$ cat config.mk
export PLATFORM = sky130hd
export DESIGN_NAME = pcie_rx_tlp_interface
export DESIGN_NICKNAME = d
export VERILOG_FILES = /design/src/pcie_rx_pkg.sv /design/src/credit_return_tracker.sv /design/src/pcie_rx_tlp_interface.sv
export VERILOG_INCLUDE_DIRS = /design/src
export SDC_FILE = /design/constraint.sdc
export NUM_CORES = 1
export LEC_CHECK = 0
export ABC_AREA = 1
export ABC_CLOCK_PERIOD_IN_PS = 2800
export CAP_MARGIN = 20
export CORE_UTILIZATION = 41
export CTS_CLUSTER_DIAMETER = 40
export DETAILED_ROUTE_END_ITERATION = 12
export DONT_BUFFER_PORTS = 1
export PLACE_DENSITY_LB_ADDON = 0.1
export SLEW_MARGIN = 5
export SYNTH_ARGS = -nofsm -noshare
export SYNTH_HDL_FRONTEND = slang
export SYNTH_SLANG_ARGS = --single-unit
export TNS_END_PERCENT = 30
$ cat constraint.sdc
create_clock -name clk -period 2.8 [get_ports clk]
set_input_delay 0.14 -clock clk [delete_from_list [all_inputs] [get_ports clk]]
set_output_delay 0.14 -clock clk [all_outputs]
set_load 0.005 [all_outputs]
$ cat src/pcie_rx_params.svh
// Offsets, field positions, reset values and timing counts
`ifndef PCIE_RX_PARAMS_SVH
`define PCIE_RX_PARAMS_SVH

// ----------------------------------------
// Register offsets
// ----------------------------------------
`define RX_CTRL_OFF 8'h00
`define RX_THRESH_OFF 8'h04
`define RX_STATUS_OFF 8'h08
`define RX_PEND_OFF 8'h10

// ----------------------------------------
// Field positions and reset values
// ----------------------------------------
`define CTRL_ECRC_BIT 0
`define CTRL_PAIR_LSB 1
`define CTRL_RESET 32'h0000_0000
`define THRESH_HDR_LSB 0
`define THRESH_DATA_LSB 8
`define THRESH_RESET 32'h0000_2008
`define STAT_NPUR_BIT 0
`define STAT_PUR_BIT 1
`define STAT_MALF_BIT 2
`define STAT_UNSUP_BIT 3

// ----------------------------------------
// Header decode and timing
// ----------------------------------------
`define LOCKED_RD_32 8'h01
`define LOCKED_RD_64 8'h21
`define FMT_RSVD_BIT 7
`define CLK_PERIOD_NS 8
`define UPDFC_TIMER_NS 30000
`define UPDFC_TIMER_CYC ((`UPDFC_TIMER_NS) / (`CLK_PERIOD_NS))
`define AXI_OKAY 2'b00
`define AXI_SLVERR 2'b10

`endif

$ cat src/pcie_rx_pkg.sv
// Types shared by the receive packet interface
package pcie_rx_pkg;
  typedef enum logic [1:0] {
    RX_IDLE = 2'b01,
    RX_BUSY = 2'b10
  } rx_state_e;
  typedef logic [7:0] credit_t;
endpackage

$ cat src/credit_return_tracker.sv
// Per credit type accumulator that raises a flow-control update request
`timescale 1ns/1ps
`default_nettype none
module credit_return_tracker
  import pcie_rx_pkg::*;
#(
  parameter int CNT_W = 12
) (
  input wire logic clk,
  input wire logic sys_rst,
  input wire logic returnStrobe,
  input wire credit_t returnAmount,
  input wire logic bufferFull,
  input wire logic timerTick,
  input wire credit_t threshold,
  input wire logic updateTaken,
  output logic [CNT_W-1:0] pending,
  output logic updateRequest
);
  logic [CNT_W-1:0] addend;
  logic [CNT_W-1:0] next_pending;
  logic timerDue;

  assign addend = returnStrobe ? CNT_W'(returnAmount) : '0;

  always_comb begin
    if (updateTaken) begin
      next_pending = addend;
    end else begin
      next_pending = pending + addend;
    end
  end

  always_ff @(posedge clk) begin
    if (sys_rst) begin
      pending <= '0;
    end else begin
      pending <= next_pending;
    end
  end

  // Timer expiry held until the update goes out
  always_ff @(posedge clk) begin
    if (sys_rst) begin
      timerDue <= 1'b0;
    end else if (timerTick && (next_pending != '0)) begin
      timerDue <= 1'b1;
    end else if (updateTaken) begin
      timerDue <= 1'b0;
    end
  end

  always_ff @(posedge clk) begin
    if (sys_rst) begin
      updateRequest <= 1'b0;
    end else begin
      updateRequest <= bufferFull || timerDue ||
        ((next_pending != '0) &&
         (next_pending >= CNT_W'(threshold)));
    end
  end
endmodule
`default_nettype wire

$ cat src/pcie_rx_tlp_interface.sv
// Receive packet interface: delivery, flags, address match, credits
//
// The AXI4-Lite interface to the registers and the register addresses are this design's own decisions.
`include "pcie_rx_params.svh"
`timescale 1ns/1ps
`default_nettype none
module pcie_rx_tlp_interface
  import pcie_rx_pkg::*;
#(
  parameter int DATA_W = 64,
  parameter bit ECRC_EN = 1'b1,
  parameter int CNT_W = 12,
  parameter int UPDFC_CYCLES = `UPDFC_TIMER_CYC
) (
  input wire logic clk,
  input wire logic sys_rst,
  input wire logic [7:0] s_axi_awaddr,
  input wire logic s_axi_awvalid,
  output logic s_axi_awready,
  input wire logic [31:0] s_axi_wdata,
  input wire logic [3:0] s_axi_wstrb,
  input wire logic s_axi_wvalid,
  output logic s_axi_wready,
  output logic [1:0] s_axi_bresp,
  output logic s_axi_bvalid,
  input wire logic s_axi_bready,
  input wire logic [7:0] s_axi_araddr,
  input wire logic s_axi_arvalid,
  output logic s_axi_arready,
  output logic [31:0] s_axi_rdata,
  output logic [1:0] s_axi_rresp,
  output logic s_axi_rvalid,
  input wire logic s_axi_rready,
  input wire logic [DATA_W-1:0] linkWord,
  input wire logic linkValid,
  input wire logic linkFirst,
  input wire logic linkLast,
  input wire logic linkUpperHalfOnly,
  input wire logic linkCrcBad,
  input wire logic linkLengthBad,
  input wire logic [6:0] linkBarHit,
  output logic [DATA_W-1:0] recv_pkt_word,
  output logic recv_pkt_valid,
  output logic recv_pkt_first,
  output logic recv_pkt_last,
  output logic recv_upper_half_only,
  output logic recv_e2e_crc_fail,
  output logic recv_unsupported_flag,
  output logic recv_malformed_flag,
  output logic [6:0] recv_bar_hit,
  input wire logic user_nonposted_unsupported,
  input wire logic user_posted_unsupported,
  input wire logic [3:0] user_buffer_full,
  input wire logic [1:0] header_credit_returned,
  input wire logic [1:0] data_credit_returned,
  input wire logic [15:0] data_credit_count,
  output logic [3:0] updateFcRequest,
  input wire logic [3:0] updateFcTaken
);

  // ----------------------------------------
  // Register state
  // ----------------------------------------
  logic [31:0] ctrlReg;
  logic [31:0] threshReg;
  logic [3:0] statusReg;
  logic [3:0] next_status;
  logic [3:0] statusSet;
  logic [3:0] statusClear;
  logic [CNT_W-1:0] pendArr [4];

  logic awHeld;
  logic wHeld;
  logic [7:0] awAddr;
  logic [31:0] wData;
  logic [3:0] wStrb;
  logic doWrite;
  logic [31:0] readValue;
  logic readHit;

  // ----------------------------------------
  // Bus slave: write path
  // ----------------------------------------
  assign s_axi_awready = !awHeld;
  assign s_axi_wready = !wHeld;
  assign doWrite = awHeld && wHeld && !s_axi_bvalid;

  always_ff @(posedge clk) begin
    if (sys_rst) begin
      awHeld <= 1'b0;
      awAddr <= 8'h00;
    end else if (s_axi_awvalid && !awHeld) begin
      awHeld <= 1'b1;
      awAddr <= s_axi_awaddr;
    end else if (doWrite) begin
      awHeld <= 1'b0;
    end
  end

  always_ff @(posedge clk) begin
    if (sys_rst) begin
      wHeld <= 1'b0;
      wData <= 32'h0000_0000;
      wStrb <= 4'h0;
    end else if (s_axi_wvalid && !wHeld) begin
      wHeld <= 1'b1;
      wData <= s_axi_wdata;
      wStrb <= s_axi_wstrb;
    end else if (doWrite) begin
      wHeld <= 1'b0;
    end
  end

  always_ff @(posedge clk) begin
    if (sys_rst) begin
      s_axi_bvalid <= 1'b0;
      s_axi_bresp <= `AXI_OKAY;
    end else if (doWrite) begin
      s_axi_bvalid <= 1'b1;
      if (awAddr[7:2] == `RX_CTRL_OFF >> 2) begin
        s_axi_bresp <= `AXI_OKAY;
      end else if (awAddr[7:2] == `RX_THRESH_OFF >> 2) begin
        s_axi_bresp <= `AXI_OKAY;
      end else if (awAddr[7:2] == `RX_STATUS_OFF >> 2) begin
        s_axi_bresp <= `AXI_OKAY;
      end else begin
        s_axi_bresp <= `AXI_SLVERR;
      end
    end else if (s_axi_bready) begin
      s_axi_bvalid <= 1'b0;
    end
  end

  // Control byte: check enable and 64-bit pair flags
  always_ff @(posedge clk) begin
    if (sys_rst) begin
      ctrlReg <= `CTRL_RESET;
    end else if (doWrite && awAddr[7:2] == `RX_CTRL_OFF >> 2 &&
                 wStrb[0]) begin
      ctrlReg <= {24'h00_0000, 4'h0, wData[3:0]};
    end
  end

  always_ff @(posedge clk) begin
    if (sys_rst) begin
      threshReg <= `THRESH_RESET;
    end else if (doWrite && awAddr[7:2] == `RX_THRESH_OFF >> 2) begin
      if (wStrb[0]) begin
        threshReg[7:0] <= wData[7:0];
      end
      if (wStrb[1]) begin
        threshReg[15:8] <= wData[15:8];
      end
    end
  end

  // ----------------------------------------
  // Sticky status, write one to clear
  // ----------------------------------------
  assign statusClear = (doWrite && wStrb[0] &&
    awAddr[7:2] == `RX_STATUS_OFF >> 2) ? wData[3:0] : 4'h0;

  always_comb begin
    statusSet = 4'h0;
    statusSet[`STAT_NPUR_BIT] = user_nonposted_unsupported;
    statusSet[`STAT_PUR_BIT] = user_posted_unsupported;
    statusSet[`STAT_MALF_BIT] = recv_malformed_flag;
    statusSet[`STAT_UNSUP_BIT] = recv_unsupported_flag;
    next_status = (statusReg & ~statusClear) | statusSet;
  end

  always_ff @(posedge clk) begin
    if (sys_rst) begin
      statusReg <= 4'h0;
    end else begin
      statusReg <= next_status;
    end
  end

  // ----------------------------------------
  // Bus slave: read path
  // ----------------------------------------
  assign s_axi_arready = !s_axi_rvalid;

  always_comb begin
    readHit = 1'b1;
    readValue = 32'h0000_0000;
    if (s_axi_araddr[7:2] == `RX_CTRL_OFF >> 2) begin
      readValue = ctrlReg;
    end else if (s_axi_araddr[7:2] == `RX_THRESH_OFF >> 2) begin
      readValue = {16'h0000, threshReg[15:0]};
    end else if (s_axi_araddr[7:2] == `RX_STATUS_OFF >> 2) begin
      readValue = {28'h000_0000, statusReg};
    end else if (s_axi_araddr[7:4] == `RX_PEND_OFF >> 4) begin
      readValue = 32'(pendArr[s_axi_araddr[3:2]]);
    end else begin
      readHit = 1'b0;
    end
  end

  always_ff @(posedge clk) begin
    if (sys_rst) begin
      s_axi_rvalid <= 1'b0;
      s_axi_rdata <= 32'h0000_0000;
      s_axi_rresp <= `AXI_OKAY;
    end else if (s_axi_arvalid && !s_axi_rvalid) begin
      s_axi_rvalid <= 1'b1;
      s_axi_rdata <= readValue;
      s_axi_rresp <= readHit ? `AXI_OKAY : `AXI_SLVERR;
    end else if (s_axi_rready) begin
      s_axi_rvalid <= 1'b0;
    end
  end

  // ----------------------------------------
  // Packet delivery
  // ----------------------------------------
  rx_state_e rxState;
  logic [DATA_W-1:0] orderedWord;
  logic [7:0] firstByte;
  logic lockedRead;
  logic formatBad;
  logic [6:0] foldedHit;
  logic beatTaken;

  // Inbound stream holds byte 0 in the low lane
  always_comb begin
    for (int i = 0; i < DATA_W / 8; i++) begin
      orderedWord[DATA_W-1-8*i -: 8] = linkWord[8*i +: 8];
    end
  end

  assign firstByte = orderedWord[DATA_W-1 -: 8];
  assign lockedRead = (firstByte == `LOCKED_RD_32) ||
                      (firstByte == `LOCKED_RD_64);
  assign formatBad = firstByte[`FMT_RSVD_BIT];
  // A beat outside a packet without a start is dropped
  assign beatTaken = linkValid && (linkFirst || rxState == RX_BUSY);

  always_comb begin
    foldedHit = linkBarHit;
    for (int p = 0; p < 3; p++) begin
      if (ctrlReg[`CTRL_PAIR_LSB + p]) begin
        foldedHit[2*p] = linkBarHit[2*p] | linkBarHit[2*p+1];
        foldedHit[2*p+1] = 1'b0;
      end
    end
  end

  always_ff @(posedge clk) begin
    if (sys_rst) begin
      rxState <= RX_IDLE;
    end else begin
      case (rxState)
        RX_IDLE: begin
          if (linkValid && linkFirst && !linkLast) begin
            rxState <= RX_BUSY;
          end
        end
        RX_BUSY: begin
          if (linkValid && linkLast) begin
            rxState <= RX_IDLE;
          end
        end
        default: begin
          rxState <= RX_IDLE;
        end
      endcase
    end
  end

  always_ff @(posedge clk) begin
    if (sys_rst) begin
      recv_pkt_word <= '0;
      recv_pkt_valid <= 1'b0;
      recv_pkt_first <= 1'b0;
      recv_pkt_last <= 1'b0;
      recv_upper_half_only <= 1'b0;
    end else begin
      recv_pkt_valid <= beatTaken;
      recv_pkt_first <= linkValid && linkFirst;
      recv_pkt_last <= beatTaken && linkLast;
      recv_upper_half_only <= (DATA_W == 64) && beatTaken &&
                              linkUpperHalfOnly;
      if (beatTaken) begin
        recv_pkt_word <= orderedWord;
      end
    end
  end

  // Match vector moves only with a start
  always_ff @(posedge clk) begin
    if (sys_rst) begin
      recv_bar_hit <= 7'h00;
    end else if (linkValid && linkFirst) begin
      recv_bar_hit <= foldedHit;
    end
  end

  // Packet flags stand from start through end, or until two idle cycles clear them
  always_ff @(posedge clk) begin
    if (sys_rst) begin
      recv_unsupported_flag <= 1'b0;
      recv_malformed_flag <= 1'b0;
    end else if (linkValid && linkFirst) begin
      recv_unsupported_flag <= lockedRead;
      recv_malformed_flag <= formatBad || linkLengthBad ||
                             rxState == RX_BUSY;
    end else if (beatTaken) begin
      recv_malformed_flag <= recv_malformed_flag || linkLengthBad;
    end else if (recv_pkt_last || !recv_pkt_valid) begin
      recv_unsupported_flag <= 1'b0;
      recv_malformed_flag <= 1'b0;
    end
  end

  always_ff @(posedge clk) begin
    if (sys_rst) begin
      recv_e2e_crc_fail <= 1'b0;
    end else begin
      recv_e2e_crc_fail <= ECRC_EN && ctrlReg[`CTRL_ECRC_BIT] &&
        beatTaken && linkLast && linkCrcBad;
    end
  end

  // ----------------------------------------
  // Flow-control credit return
  // ----------------------------------------
  logic [$clog2(UPDFC_CYCLES+1)-1:0] timerCount;
  logic timerTick;

  assign timerTick = (timerCount == '0);

  always_ff @(posedge clk) begin
    if (sys_rst || timerTick) begin
      timerCount <= ($clog2(UPDFC_CYCLES+1))'(UPDFC_CYCLES - 1);
    end else begin
      timerCount <= timerCount - 1'b1;
    end
  end

  // Order: posted hdr, non-posted hdr, posted data, non-posted data
  for (genvar g = 0; g < 4; g++) begin : g_credit
    logic strobe;
    credit_t amount;
    credit_t limit;
    if (g < 2) begin : g_hdr
      assign strobe = header_credit_returned[g];
      assign amount = 8'h01;
      assign limit = threshReg[`THRESH_HDR_LSB +: 8];
    end else begin : g_data
      assign strobe = data_credit_returned[g-2];
      assign amount = data_credit_count[8*(g-2) +: 8];
      assign limit = threshReg[`THRESH_DATA_LSB +: 8];
    end
    credit_return_tracker #(
      .CNT_W(CNT_W)
    ) u_tracker (
      .clk(clk),
      .sys_rst(sys_rst),
      .returnStrobe(strobe),
      .returnAmount(amount),
      .bufferFull(user_buffer_full[g]),
      .timerTick(timerTick),
      .threshold(limit),
      .updateTaken(updateFcTaken[g]),
      .pending(pendArr[g]),
      .updateRequest(updateFcRequest[g])
    );
  end

  // ----------------------------------------
  // Assertions
  // ----------------------------------------
  a_first_lane: assert property (@(posedge clk) disable iff (sys_rst)
    recv_pkt_valid |-> recv_pkt_word[DATA_W-1 -: 8] == $past(linkWord[7:0]))
    else $error("first byte not in top lane");
  a_second_lane: assert property (@(posedge clk)
    disable iff (sys_rst)
    recv_pkt_valid |->
      recv_pkt_word[DATA_W-9 -: 8] == $past(linkWord[15:8]))
    else $error("second byte lane wrong");
  a_start_mark: assert property (@(posedge clk) disable iff (sys_rst)
    linkValid && linkFirst |=> recv_pkt_first && recv_pkt_valid)
    else $error("start marker missing");
  a_end_mark: assert property (@(posedge clk) disable iff (sys_rst)
    linkValid && linkLast && rxState == RX_BUSY |=> recv_pkt_last)
    else $error("end marker missing");
  a_half_word: assert property (@(posedge clk) disable iff (sys_rst)
    recv_upper_half_only |-> DATA_W == 64 && recv_pkt_valid)
    else $error("half-word flag outside wide beat");
  a_locked_flag: assert property (@(posedge clk)
    disable iff (sys_rst)
    linkValid && linkFirst && lockedRead |=>
      recv_unsupported_flag && recv_pkt_valid)
    else $error("locked read not flagged or not forwarded");
  a_malformed: assert property (@(posedge clk) disable iff (sys_rst)
    linkValid && linkFirst && linkLengthBad |=> recv_malformed_flag)
    else $error("malformed flag missing");
  a_pair_lower: assert property (@(posedge clk)
    disable iff (sys_rst)
    ctrlReg[`CTRL_PAIR_LSB] && linkValid && linkFirst && linkBarHit[1]
      |=> recv_bar_hit[0] && !recv_bar_hit[1])
    else $error("pair hit not on lower bit");
  a_bar_update: assert property (@(posedge clk)
    disable iff (sys_rst)
    !$stable(recv_bar_hit) |-> recv_pkt_first)
    else $error("match vector moved without start");
  a_full_update: assert property (@(posedge clk)
    disable iff (sys_rst)
    user_buffer_full[2] |=> updateFcRequest[2])
    else $error("buffer full did not request update");
  a_timer_update: assert property (@(posedge clk)
    disable iff (sys_rst)
    timerTick && pendArr[0] != '0 && !updateFcTaken[0] |=> ##1
      updateFcRequest[0])
    else $error("timer expiry did not request update");

  c_full_packet: cover property (@(posedge clk) disable iff (sys_rst)
    recv_pkt_first ##1 recv_pkt_valid [*2] ##1 recv_pkt_last);
  c_locked_read: cover property (@(posedge clk) disable iff (sys_rst)
    recv_unsupported_flag && recv_pkt_last);
  c_data_return: cover property (@(posedge clk) disable iff (sys_rst)
    data_credit_returned[0] ##[1:4] updateFcRequest[2]);

endmodule
`default_nettype wire

==> results.toml <==
[outcome]
status = "finished with violations"
violations = "negative hold slack"

[global_routing]
grt_antenna_before_repair = 2
grt-ovfl-total = 0
grt_pass1_wl_mm = 50.34
grt_max_degree = 75
grt_pass1_vias = 9878
grt_use_total_pct = 23.65

[clock_tree]
clk_path_buf_depth = 3
postCtsSetupBuffers = 0
cts-buffers-inserted = 39
clk_latency_ns = 0.52
clockRootBuffer = "clkbuf_16"
cts_tree = "yes"
path_clk_slew_ns = 0.05
cts_sinks = 218
htree_levels = 2

[sta]
hold_ws_ns = -0.001834
tightest_slew_ns = 0.8117
final.period_utilization_pct = 91.22
finalHoldViolations = 1
setup_viol = 0
finalCriticalPeriod_ns = 2.554
skew_ns = 0.01980
slew_viol_final = 0
max_freq_mhz = 391.5
fin_ws_ns = 0.2459
rsz0062_at_grt = "yes"
fin_setup_tns_ns = 0
maxSlewHeadroom_pct = 45.82

[yosys]
avgSynthCellArea_um2 = 7.142
synth.largest_area_cell = "dfxtp_1"
ys_ff_latch = 218
synth_edf_count = 0
yosysTopAreaCellShare_pct = 40.31
ys_seq_area_share_pct = 40.31
synth_area_um2 = 10830
synth_cells = 1516
ys_top_cells_by_count = "298 x nor2_1, 218 x dfxtp_1, 211 x nand2_1"
ys.flop_type = "dfxtp_1"
synthTopCellsByArea = "dfxtp_1 40%, nor2_1 10%, nand2_1 7.3%, o21ai_0 7.0%, ha_1 6.0%"
yosys_warnings = 0
synth.distinct_cells = 56
post-synth-top-count-cell = "nor2_1"
async_flop_share_pct = 0

[run]
maxCapViolCount = 0

[drt]
vias = 10100
drt-total-wl_mm = 31.76
dr.first_iter.drc_count = 492
drtPass1Iterations = 5
postRouteAntennaNets = 0
wl_per_cell_um = 15.78
drc = 0
drt-vias-per-instance = 5.016

[critical_path]
slowest_stage = "ha_1"
crit_fanout = 5
worst_setup_path_start_kind = "flop"
crit_arrival_ns = 2.94
critPathKind = "flop to flop"
cp.required_ns = 3.18
path_cells = "ha_1, a21oi_1, nor2_1, nor2_1, nand3b_1, nand2_1, nand2_1, o21ai_0, inv_1, ha_1, nand4_1, o21ai_1, nor3_2, nor2_1, nor2_1, nor2_1"
endpoint_kind = "flop"
cpPeakStageDelay_ns = 0.34
crit_top_cell = "nor2_1"

[pwr]
combPwrFrac_pct = 9.8
seqPwrFrac_pct = 36.4
max-vdd-ir-drop_mv = 0.7002
p_int_mw = 6.967
p_clk_share_pct = 53.8
power_density_nw_per_um2 = 668.0
cellLeakagePower_nw = 6.214
switching_power_mw = 2.297
switching_share_pct = 24.79
p_total_mw = 9.264

[floorplanning]
die_x_um = 164.5
core-area_um2 = 25980
initial_core_util_pct = 41.67
dieArea_um2 = 27060
dieHeight_um = 164.5
io_pins = 289
rows = 59

[layout]
fin_util_pct = 53.37
fin_cells = 2013
layout-drive-gt1-share_pct = 9.422
multi_input_area_um2 = 5489
fillers = 2534
syn2layout_area_growth_pct = 28.08
nets = 1867
seq_area_um2 = 4364
final_area_um2 = 13870

[placed_design]
io_buffers = 0
dpl_cell_area_um2 = 11030
dpl.hpwl_mm = 22.91
place_ws_ns = 0.1372
placedCellCount = 1805
gp_congestion = 0.8443

[min_path]
hold_path_class = "input port to flop"
[cells in the final DEF, fill, tap and decap left out, types with 6 or more instances in the layout]
master         instances
nor2_2                 9
nand4_1               15
o211ai_1               6
a21oi_1               86
nand3_1               64
nand2_1              210
nand3b_1               6
conb_1                18
bufinv_16              6
o221ai_1               7
nand2_2               19
clkbuf_8               7
clkbuf_16             39
ha_1                  51
a22oi_1               11
buf_4                 12
nor3_1                18
nor2_1               298
dfxtp_1              218
dlygate4sd3_1        135
o21ai_1               11
nand3_2               11
inv_1                169
o21ai_0              147
inv_2                 14
[metal layers]
metal	global-route usage [%]	share of wire (%)
met4	9.299	3.4
met3	6.278	7.1
met1	26.63	41
met5	0	0.050
met2	42.25	48
[sequential cells by signal (all words and copies together) (netlist names), 2 cells and up]
name                              flops
g_credit.u_tracker.updateRequest      4
wStrb                                 2
g_credit.u_tracker.timerDue           4
threshReg                            16
recv_pkt_word                        64
wData                                16
g_credit.u_tracker.pending           48
timerCount                           12
s_axi_rdata                          16
ctrlReg                               4
statusReg                             4
rxState                               2
awAddr                                6
recv_bar_hit                          7
[kinds of logic after synthesis]
group           synth area share [%]
buf+inv                        10.09
fa+ha+maj                      6.379
compound gates                 15.43
flops                          40.31
xor+xnor                      0.6472
other cells                  0.03464
simple gates                   26.93
mux                           0.1849
[worst paths after layout]
kind / from / endpoint / slack (ns) / depth (start not counted)
max: g_credit[2].u_tracker.pending[4]$_SDFF_PP0_ / g_credit[2].u_tracker.updateRequest$_SDFF_PP0_ / 0.25 / 16
min: linkValid / recv_bar_hit[5]$_SDFFE_PP0P_ / -0.002 / 3
max reg2reg: g_credit[2].u_tracker.pending[4]$_SDFF_PP0_ / g_credit[2].u_tracker.updateRequest$_SDFF_PP0_ / 0.25 / 16
min reg2reg: timerCount[0]$_SDFF_PP1_ / timerCount[0]$_SDFF_PP1_ / 0.38 / 1
[power by group through the flow]
stage               logic, mW  clock network, mW  registers (mW)
floorplan               0.606                  0            3.39
global placement        0.697                  0            3.43
detailed placement      0.707                  0            3.43
CTS                     0.895               5.08            3.37
global route             1.04               5.23            3.38
finish                  0.910               4.99            3.37
[worst max-delay path: cells and delay by family (launching register included)]
family / cells / cell delay (ns)
buffers and inverters: 1 / 0.10
DFF: 1 / 0.31
adders and majority gates: 2 / 0.65
AOI/OAI and AO/OA: 3 / 0.44
and+or+nand+nor: 10 / 0.92
[layout make-up]
| cell class | instances | share of cell area, % |
|---|---|---|
| tap | 335 | 3.023 |
| inverter | 185 | 5.017 |
| sequential | 218 | 31.47 |
| clock buffer | 51 | 7.868 |
| clock inverter | 20 | 2.283 |
| timing repair buffer | 149 | 10.74 |
| multi-input combinational | 1054 | 39.58 |
| antenna | 1 | 0.01805 |
[repair_timing]
action	CTS	global route
hold buffers	134	2
endpoints found under the setup margin	0	2
endpoints found under the hold margin	184	1
resized for setup	0	14
Power figures use the tool's default switching activity.
